--- src/rtl/arxcdr_pkg.sv ---
// Function
// - Sample receive line sixteen times per bit, or eight in double speed.
// - A high-to-low line transition starts qualification; first low sample is one.
// - Start judged on samples 8,9,10 normal or 4,5,6 double speed.
// - Two or more high qualification samples reject start as noise; search again.
// - Valid start resynchronises bit timing, afresh for every frame.
// - Sample counter has sixteen or eight states per bit; sample equals state.
// - Each bit is the majority of its three centre samples.
// - Recover data and parity through first stop bit; ignore later stop bits.
// - Stop bit voted too; voted zero sets frame error for that frame.
// - Rearm start detection right after last stop-bit vote sample.
// - Double speed select switches to eight-sample double speed sampling.
// - Frames of five to ten character-plus-parity bits are handled.
// - Rate error budget split equally between both ends.
// - Clearing receiver enable stops reception at once, dropping the frame.
// - Frame error is zero for stop read one, one for stop read zero.
package arxcdr_pkg;
   // ==========================================================
   // Sampling constants
   localparam logic [4:0] SMP_NORMAL   = 5'h10;
   localparam logic [4:0] SMP_DOUBLE   = 5'h08;
   localparam logic [4:0] VOTE_NORMAL  = 5'h08;
   localparam logic [4:0] VOTE_DOUBLE  = 5'h04;
   localparam logic [3:0] BITS_MIN     = 4'h5;
   localparam logic [3:0] BITS_MAX     = 4'ha;
   localparam logic [1:0] SYNC_IDLE    = 2'h3;

   typedef enum logic [1:0] {
      ARX_IDLE,
      ARX_START,
      ARX_BITS
   } arx_state_t;

   typedef struct packed {
      logic [9:0] bits;
      logic       frameErr;
   } arx_frame_t;
endpackage : arxcdr_pkg

--- src/rtl/arxcdr_vote.sv ---
`timescale 1ns/1ps
`default_nettype none
module arxcdr_vote (
   input  wire logic       ref_clk,
   input  wire logic       clear,
   input  wire logic       take,
   input  wire logic       smp,
   output logic            voted
);
   logic [1:0] cnt_r;
   logic [1:0] cnt_nxt;

   // ==========================================================
   // Counts high samples among the three centre samples
   always_comb begin
      cnt_nxt = cnt_r;
      if (clear) begin
         cnt_nxt = 2'h0;
      end else if (take && smp && cnt_r != 2'h3) begin
         cnt_nxt = cnt_r + 2'h1;
      end
   end

   always_ff @(posedge ref_clk) begin
      cnt_r <= cnt_nxt;
   end

   assign voted = cnt_r[1];
endmodule : arxcdr_vote
`default_nettype wire

--- src/rtl/arxcdr_top.sv ---
`timescale 1ns/1ps
`default_nettype none
module arxcdr_top (
   input  wire logic                   ref_clk,
   input  wire logic                   rst,
   input  wire logic                   sampleTick,
   input  wire logic                   rxLine,
   input  wire logic                   receiver_enable_bit,
   input  wire logic                   double_speed_select,
   input  wire logic [3:0]             frameBits,
   output arxcdr_pkg::arx_frame_t      frameOut,
   output logic                        frameValid,
   output logic                        frame_error_flag,
   output logic                        rxBusy
);
   // ==========================================================
   // Synchroniser
   logic [1:0] sync_r;
   always_ff @(posedge ref_clk) begin
      if (rst) begin
         sync_r <= arxcdr_pkg::SYNC_IDLE;
      end else begin
         sync_r <= {sync_r[0], rxLine};
      end
   end
   logic rxS;
   assign rxS = sync_r[1];

   // ==========================================================
   // Recovery state
   arxcdr_pkg::arx_state_t state_r, state_nxt;
   logic [4:0]  smp_r, smp_nxt;
   logic [3:0]  bitIdx_r, bitIdx_nxt;
   logic [9:0]  shift_r, shift_nxt;
   logic        prev_r, prev_nxt;
   arxcdr_pkg::arx_frame_t frame_r, frame_nxt;
   logic        fv_r, fv_nxt;
   logic        fe_r, fe_nxt;
   logic        busy_r, busy_nxt;
   logic        voted;
   logic        voteClr;
   logic        voteTake;

   logic [4:0] perBit;
   logic [4:0] vFirst;
   logic [3:0] nBits;
   assign perBit = double_speed_select ? arxcdr_pkg::SMP_DOUBLE
                                       : arxcdr_pkg::SMP_NORMAL;
   assign vFirst = double_speed_select ? arxcdr_pkg::VOTE_DOUBLE
                                       : arxcdr_pkg::VOTE_NORMAL;
   // Out-of-range lengths are clamped rather than left undefined
   assign nBits = (frameBits < arxcdr_pkg::BITS_MIN) ? arxcdr_pkg::BITS_MIN :
                  (frameBits > arxcdr_pkg::BITS_MAX) ? arxcdr_pkg::BITS_MAX :
                  frameBits;

   logic atLastVote;
   assign atLastVote = (smp_r == vFirst + 5'h2);

   always_comb begin
      state_nxt  = state_r;
      smp_nxt    = smp_r;
      bitIdx_nxt = bitIdx_r;
      shift_nxt  = shift_r;
      prev_nxt   = prev_r;
      frame_nxt  = frame_r;
      fv_nxt     = 1'b0;
      fe_nxt     = fe_r;
      voteClr    = 1'b0;
      voteTake   = 1'b0;
      if (!receiver_enable_bit) begin
         // Drop everything at once, no partial frame survives
         state_nxt = arxcdr_pkg::ARX_IDLE;
         smp_nxt   = 5'h0;
         prev_nxt  = 1'b1;
         voteClr   = 1'b1;
         fe_nxt    = 1'b0;
      end else if (sampleTick) begin
         prev_nxt = rxS;
         unique case (state_r)
            arxcdr_pkg::ARX_IDLE: begin
               voteClr = 1'b1;
               if (prev_r && !rxS) begin
                  state_nxt = arxcdr_pkg::ARX_START;
                  smp_nxt   = 5'h2;
               end
            end
            arxcdr_pkg::ARX_START: begin
               if (smp_r >= vFirst && smp_r <= vFirst + 5'h2) begin
                  voteTake = 1'b1;
               end
               smp_nxt = smp_r + 5'h1;
               if (smp_r == vFirst + 5'h3) begin
                  voteClr = 1'b1;
                  if (voted) begin
                     state_nxt = arxcdr_pkg::ARX_IDLE;
                     smp_nxt   = 5'h0;
                  end
               end
               if (smp_r == perBit) begin
                  // Bit timing restarts from this start bit
                  state_nxt  = arxcdr_pkg::ARX_BITS;
                  smp_nxt    = 5'h1;
                  bitIdx_nxt = 4'h0;
                  shift_nxt  = 10'h000;
               end
            end
            arxcdr_pkg::ARX_BITS: begin
               if (smp_r >= vFirst && smp_r <= vFirst + 5'h2) begin
                  voteTake = 1'b1;
               end
               smp_nxt = (smp_r == perBit) ? 5'h1 : smp_r + 5'h1;
               if (smp_r == vFirst + 5'h3 && bitIdx_r == nBits) begin
                  // Stop vote done: rearm early, extra stop bits are ignored
                  frame_nxt.bits     = shift_r;
                  frame_nxt.frameErr = ~voted;
                  fe_nxt             = ~voted;
                  fv_nxt             = 1'b1;
                  voteClr            = 1'b1;
                  state_nxt          = arxcdr_pkg::ARX_IDLE;
                  smp_nxt            = 5'h0;
                  prev_nxt           = 1'b0;
               end else if (smp_r == perBit) begin
                  shift_nxt[bitIdx_r] = voted;
                  bitIdx_nxt          = bitIdx_r + 4'h1;
                  voteClr             = 1'b1;
               end
            end
            default: begin
               state_nxt = arxcdr_pkg::ARX_IDLE;
            end
         endcase
      end
      busy_nxt = (state_nxt != arxcdr_pkg::ARX_IDLE);
   end

   // Rearm uses prev=0 so the line must be seen high again before a new start
   always_ff @(posedge ref_clk) begin
      if (rst) begin
         state_r  <= arxcdr_pkg::ARX_IDLE;
         smp_r    <= 5'h0;
         bitIdx_r <= 4'h0;
         shift_r  <= 10'h000;
         prev_r   <= 1'b1;
         frame_r  <= '0;
         fv_r     <= 1'b0;
         fe_r     <= 1'b0;
         busy_r   <= 1'b0;
      end else begin
         state_r  <= state_nxt;
         smp_r    <= smp_nxt;
         bitIdx_r <= bitIdx_nxt;
         shift_r  <= shift_nxt;
         prev_r   <= prev_nxt;
         frame_r  <= frame_nxt;
         fv_r     <= fv_nxt;
         fe_r     <= fe_nxt;
         busy_r   <= busy_nxt;
      end
   end

   arxcdr_vote u_vote (
      .ref_clk (ref_clk),
      .clear   (voteClr | rst),
      .take    (voteTake),
      .smp     (rxS),
      .voted   (voted)
   );

   assign frameOut         = frame_r;
   assign frameValid       = fv_r;
   assign frame_error_flag = fe_r;
   assign rxBusy           = busy_r;
endmodule : arxcdr_top
`default_nettype wire

--- config.mk ---
export PLATFORM = sky130hd
export DESIGN_NAME = arxcdr_top
export DESIGN_NICKNAME = d
export VERILOG_FILES = /design/src/rtl/arxcdr_pkg.sv /design/src/rtl/arxcdr_vote.sv /design/src/rtl/arxcdr_top.sv
export SDC_FILE = /design/constraint.sdc
export NUM_CORES = 1
export LEC_CHECK = 0
export CAP_MARGIN = 20
export CORE_ASPECT_RATIO = 0.9
export CORE_MARGIN = 2
export CORE_UTILIZATION = 60
export CTS_BUF_LIST = sky130_fd_sc_hd__clkbuf_4 sky130_fd_sc_hd__clkbuf_8
export CTS_CLUSTER_DIAMETER = 40
export DETAILED_ROUTE_END_ITERATION = 12
export DONT_BUFFER_PORTS = 1
export PLACE_DENSITY = 0.84
export SYNTH_ARGS = -nofsm -noshare
export SYNTH_HDL_FRONTEND = slang
export SYNTH_HIERARCHICAL = 1
export SYNTH_SLANG_ARGS = --single-unit
--- constraint.sdc ---
create_clock -name ref_clk -period 4.5 [get_ports ref_clk]
set_input_delay 0.45 -clock ref_clk [delete_from_list [all_inputs] [get_ports ref_clk]]
set_output_delay 0.45 -clock ref_clk [all_outputs]
set_load 0.03 [all_outputs]
== Yosys cells after proc, flatten, opt, wreduce, memory -nomap -nowiden ==
Cells that the tools add are included.

* Bits in registers: 40
* Latch bits: 0
* Bits in writable memories: 0
* Bits in read-only memories: 0
* Input bits: 10
* Output and inout port bits: 14
* Logic and storage cells: 99
* Memories kept: 0

* Add/subtract/negate cells: 5
* $mul: 0
* Div/mod/pow operators: 0
* Order comparisons: 6
* Equal/unequal tests: 10
* Shift operators: 0
* Muxes and demuxes: 43
* Bitwise operators: 5
* Reduce and logical (&&, ||, !) cells: 18

{| class="wikitable"
|+ Operator list
! kind !! count
|-
| $mux W5 || 7
|-
| $mux W10 || 3
|-
| $mux W4 || 6
|-
| $pmux W10 S2 || 1
|-
| $pmux W5 S3 || 1
|-
| $mux W2 || 7
|-
| $mux W1 || 13
|-
| $add A4 B2 Y5 const B || 2
|-
| $bwmux W10 || 1
|-
| $eq A5 B5 Y1 || 2
|-
| $ne A2 B2 Y1 const B || 5
|-
| $pmux W4 S2 || 1
|-
| $logic_and A1 B1 Y1 || 6
|-
| $pmux W2 S3 || 1
|-
| $reduce_and A3 Y1 || 2
|-
| $reduce_and A6 Y1 || 1
|-
| $add A5 B1 Y5 const B || 1
|-
| $ge A5 B4 Y1 || 1
|-
| $le A5 B5 Y1 || 1
|-
| $lt A4 B5 Y1 const B || 1
|-
| $add A4 B1 Y4 const B || 1
|-
| $demux W1 S4 || 1
|-
| $eq A4 B4 Y1 || 1
|-
| $ge A4 B1 Y1 const B || 1
|-
| other kinds (15) || 20
|}

== Depth between registers and ports, before layout ==
* Word-level depth: 10
* Depth in mapped cells: 9
* Depth with buffers taken out: 9

== By module ==
Netlist, hierarchy kept.

{| class="wikitable"
|+ Modules (own cells, without submodules)
! module !! instances !! cells each !! area each (um2) !! seq. area each (um2)
|-
| arxcdr_top || 1 || 265 || 2133.3 || 760.7
|-
| arxcdr_vote || 1 || 10 || 108.9 || 40.0
|}

== Least setup slack after synthesis ==
Ideal clock, no wire load.

* Path kind: in2reg
* Start: input double_speed_select
* End: register bitIdx_r[1]
* Library setup time: 0.127 ns
* Data arrival time: 2.240 ns
* Data required time: 4.373 ns
* Slack: 2.133 ns
* Stages on the path: 8
* Buffers on the path: 3
* Cells stage by stage: ha_1 or4b_1 buf_2 or3_1 clkbuf_1 buf_2 a32oi_1 nor2_1

* Word-level cells in the longest chain between the ends: 6
* Elaborated cells between the ends (all ways): 10
* Classes of those cells: 1 x add/sub; 5 x eq/ne; 2 x mux; 2 x reduce/logical

{| class="wikitable"
|+ Ends and longest elaborated chain
! item !! RTL line !! text
|-
| from (decl) || arxcdr_top.sv:9 || <nowiki>input wire logic double_speed_select,</nowiki>
|-
| $mux W4 || arxcdr_top.sv:49 || <nowiki>assign vFirst = double_speed_select ? arxcdr_pkg::VOTE_DOUBLE</nowiki>
|-
| $add A4 B2 Y5 || arxcdr_top.sv:112 || <nowiki>if (smp_r == vFirst + 5'h3 && bitIdx_r == nBits) begin</nowiki>
|-
| $eq A5 B5 Y1 || arxcdr_top.sv:112 ||
|-
| $logic_and A1 B1 Y1 || arxcdr_top.sv:112 ||
|-
| $ne A2 B2 Y1 (no source line) || -- ||
|-
| $reduce_and A6 Y1 (no source line) * || -- ||
|-
| to (signal assigned) || arxcdr_top.sv:151 || <nowiki>bitIdx_r <= bitIdx_nxt;</nowiki>
|-
| to (decl) || arxcdr_top.sv:33 || <nowiki>logic [3:0] bitIdx_r, bitIdx_nxt;</nowiki>
|}

Mark *: on every way between the ends. The rest lies on a longest branch, timed or not.
A chain may end at the register's enable or synchronous reset.

== Worst setup path after layout ==
* Start: register smp_r[3]
* End: register bitIdx_r[1]

* Word-level cells in the longest chain between the ends: 4
* Elaborated cells between the ends (all ways): 7
* Classes of those cells: 5 x eq/ne; 2 x reduce/logical

{| class="wikitable"
|+ Ends and longest elaborated chain
! item !! RTL line !! text
|-
| from (decl) || arxcdr_top.sv:32 || <nowiki>logic [4:0] smp_r, smp_nxt;</nowiki>
|-
| from (signal assigned) || arxcdr_top.sv:150 || <nowiki>smp_r <= smp_nxt;</nowiki>
|-
| $eq A5 B5 Y1 || arxcdr_top.sv:112 ||
|-
| $logic_and A1 B1 Y1 || arxcdr_top.sv:112 ||
|-
| $ne A2 B2 Y1 (no source line) || -- ||
|-
| $reduce_and A6 Y1 (no source line) * || -- ||
|}

Marked as above.

==> impl_metrics.ini <==
[clocking]
cts_tree = done
numCtsBuffers = 5
cts_sinks = 40
clk_pin_slew_ns = 0.08
post_cts_buffers = 0
clk_latency_ns = 0.29
clock_tree.root_cell = clkbuf_8
clk_path_buf_depth = 2
cts_hold_buf = 0
cts.repair.resized = 0
htreeDepth = 2

[setup_path]
cp_max_fo = 15
worstPathCellList = ha_1, or4b_1, or3_1, nor2_1, a32oi_1, nor2_1
crit_arrival_ns = 2.66
worstSetupStartpointType = flop
cp_slowest_cell = or4b_1
crit_path_frequent_cell = nor2_1
slowest_delay_ns = 0.65
worst_ep_required_time_ns = 4.73
worst-setup-path-type = reg -> reg
path_buf_inv = 0
cp-end-kind = flop
cp_top_family = simple AND/OR/NAND/NOR gates

[yosys]
yosysWarningCount = 6
yosys.area_share.adder_pct = 7.81
syn_area_um2 = 2240
synth-simple-area-share_pct = 27.5
synth.area.mux_share_pct = 6.03
synth-seq-area-share_pct = 35.7
async_reset_ff_share_pct = 0
synth_compound_area_share_pct = 18.5
synth-edff-count = 0
yosys.cell_types.count = 50
synth_top_family_by_area = simple AND/OR/NAND/NOR gates
synth-xor-area-share_pct = 0.391
syn_inst = 275
syn_nets = 299
avgSynthCellArea_um2 = 8.15
synth_flop_cell = dfxtp_1
ys_seq_elements = 40

[grt]
grt_overflow_total = 0
track_usage_pct = 22.8
grt_max_degree = 32
grt_pass1_wl_um = 7270
antenna_found_initial = 0
grt_pass1_vias = 1661

[route]
dr_total_vias = 1906
antenna_left = 0
routed_via_density = 5.96
wl_per_cell_um = 14.1
drc = 0
drtIter0Drc = 156
dr.pass1.iters = 5
routed_wl_um = 4510

[sta]
setup_viol = 0
rsz0062_at_grt = no
period_share_pct = 54.1
post-route-min-period_ns = 2.44
slew_violations = 0
fmax_mhz = 410
hold_violations = 0
finClkSkew_ns = 0.00352
worst_pin_slew_ns = 0.736
setup_tns_ns = 0
relSlewSlack_pct = 50.9

[power]
static-leakage-power_nw = 1.00
power_density_nw_per_um2 = 286
worst_ir_drop_vdd_v = 0.000145

[run_status]
status = finished, final reports clean

[floorplan]
initial_core_util_pct = 61.4
die_w_um = 68.4
die-area_um2 = 4240
rows = 21
fp.coreArea_um2 = 3650
die_h_um = 62.0
ios = 24

[placed_design]
place_hpwl_um = 3220
post-place-cells = 312
place.gp.congestion = 0.988
port_buffers = 0

[flow_run]
cap_violations = 0

[final_layout]
fillCellCount = 331
fin_util_pct = 65.4
drive_above_1_share_pct = 7.66
fin_cells = 320
area_growth_pct = 6.47
antenna_cells = 0
final_net_count = 297

[worst_hold_path]
min_path_type = in -> reg
[registers in the layout, summed over array words and instances, names as in the netlist, 2 cells and up]
register and cells:
u_vote/cnt_r 2, frameOut 11, bitIdx_r 4, state_r 2, shift_r 10, sync_r 2, smp_r 5
[cell type report]
type | count | area (um2) | share of cell area, %
tap | 46 | 57.6 | 2.41
multi-input combinational | 212 | 1350 | 56.6
inverter | 13 | 48.8 | 2.04
sequential | 40 | 801 | 33.5
clock inverter | 2 | 38.8 | 1.62
clock buffer | 6 | 82.6 | 3.46
timing repair buffer | 1 | 7.51 | 0.314
[worst paths after layout]
path	start	to	slack, ns	cells after the start
max	smp_r[3]$_SDFFE_PP0P_	bitIdx_r[1]$_SDFFE_PP0P_	2.06	6
min	rst	bitIdx_r[2]$_SDFFE_PP0P_	0.22	1
max reg2reg	smp_r[3]$_SDFFE_PP0P_	bitIdx_r[1]$_SDFFE_PP0P_	2.06	6
min reg2reg	sync_r[0]$_SDFF_PP1_	sync_r[1]$_SDFF_PP1_	0.41	1
[per-layer routing]
layer	global-route usage (%)	vias to the layer above	routed length (um)
li1	-	957	-
met1	30.5	862	2050
met2	36.1	78	2080
met3	6.67	9	332
met4	6.29	0	48
met5	0	-	0
[power by group]
part           switching [mW]  total (mW)  internal [mW]  leakage [nW]
logic                  0.0111      0.0196        0.00859         0.617
clock network           0.126       0.307          0.181        0.0614
registers             0.00128       0.356          0.355         0.323
total                   0.138       0.683          0.545          1.00
[layout by cell type, fill, tap and decap left out, drive strengths merged, types with 2 or more instances in the layout]
master | Yosys | layout
dfxtp | 40 | 40
nand2 | 36 | 36
nor2 | 28 | 28
a21oi | 21 | 21
o21ai | 20 | 20
nand2b | 14 | 14
ha | 14 | 14
inv | 13 | 13
mux2i | 12 | 12
nand3 | 9 | 9
nor2b | 7 | 7
clkbuf | 7 | 6
and2 | 4 | 4
o22ai | 4 | 4
nor3 | 4 | 4
o32ai | 3 | 3
nand4 | 2 | 2
o211a | 2 | 2
a211o | 2 | 2
or2 | 2 | 2
a211oi | 2 | 2
or3 | 2 | 2
nor3b | 2 | 2
[cell usage after synthesis (4+ instances only)]
master | n | share of area, %
o21ai_1 | 4 | 0.89
nand2b_1 | 14 | 3.9
clkbuf_1 | 7 | 1.2
nand2_1 | 36 | 6.0
o21ai_2 | 4 | 1.6
a21oi_1 | 21 | 4.7
and2_1 | 4 | 1.1
inv_1 | 13 | 2.2
nor2_1 | 28 | 4.7
nand3_1 | 9 | 2.0
o21ai_0 | 12 | 2.7
nor2b_1 | 7 | 2.0
dfxtp_1 | 40 | 36
o22ai_1 | 4 | 1.1
ha_1 | 14 | 7.8
mux2i_1 | 12 | 5.4
[cells by family after synthesis]
family | after synthesis
adders and majority gates | 14
DFF | 40
muxes | 13
AOI/OAI and AO/OA | 65
xor gates and xnor gates | 1
and+or+nand+nor | 119
buffers and inverters | 23
[worst register-to-register path, delay by kind of cell (launching register included)]
kind | cells | cell delay [ns]
compound gates | 1 | 0.11
simple gates | 4 | 1.59
fa+ha+maj | 1 | 0.28
flops | 1 | 0.39
[per-stage QoR]
stage                     power, mW  hold WS (ns)  worst slack (ns)  area [um2]
final                         0.683         0.224              2.06        2390
after global routing          0.704         0.213              1.98        2390
after CTS                     0.688         0.220              2.10        2390
after detailed placement      0.384         0.394              1.99        2270
after global placement        0.384         0.392              2.04        2270
after floorplan               0.384         0.389              2.13        2240
No activity file was read; power rests on OpenSTA's default activity.
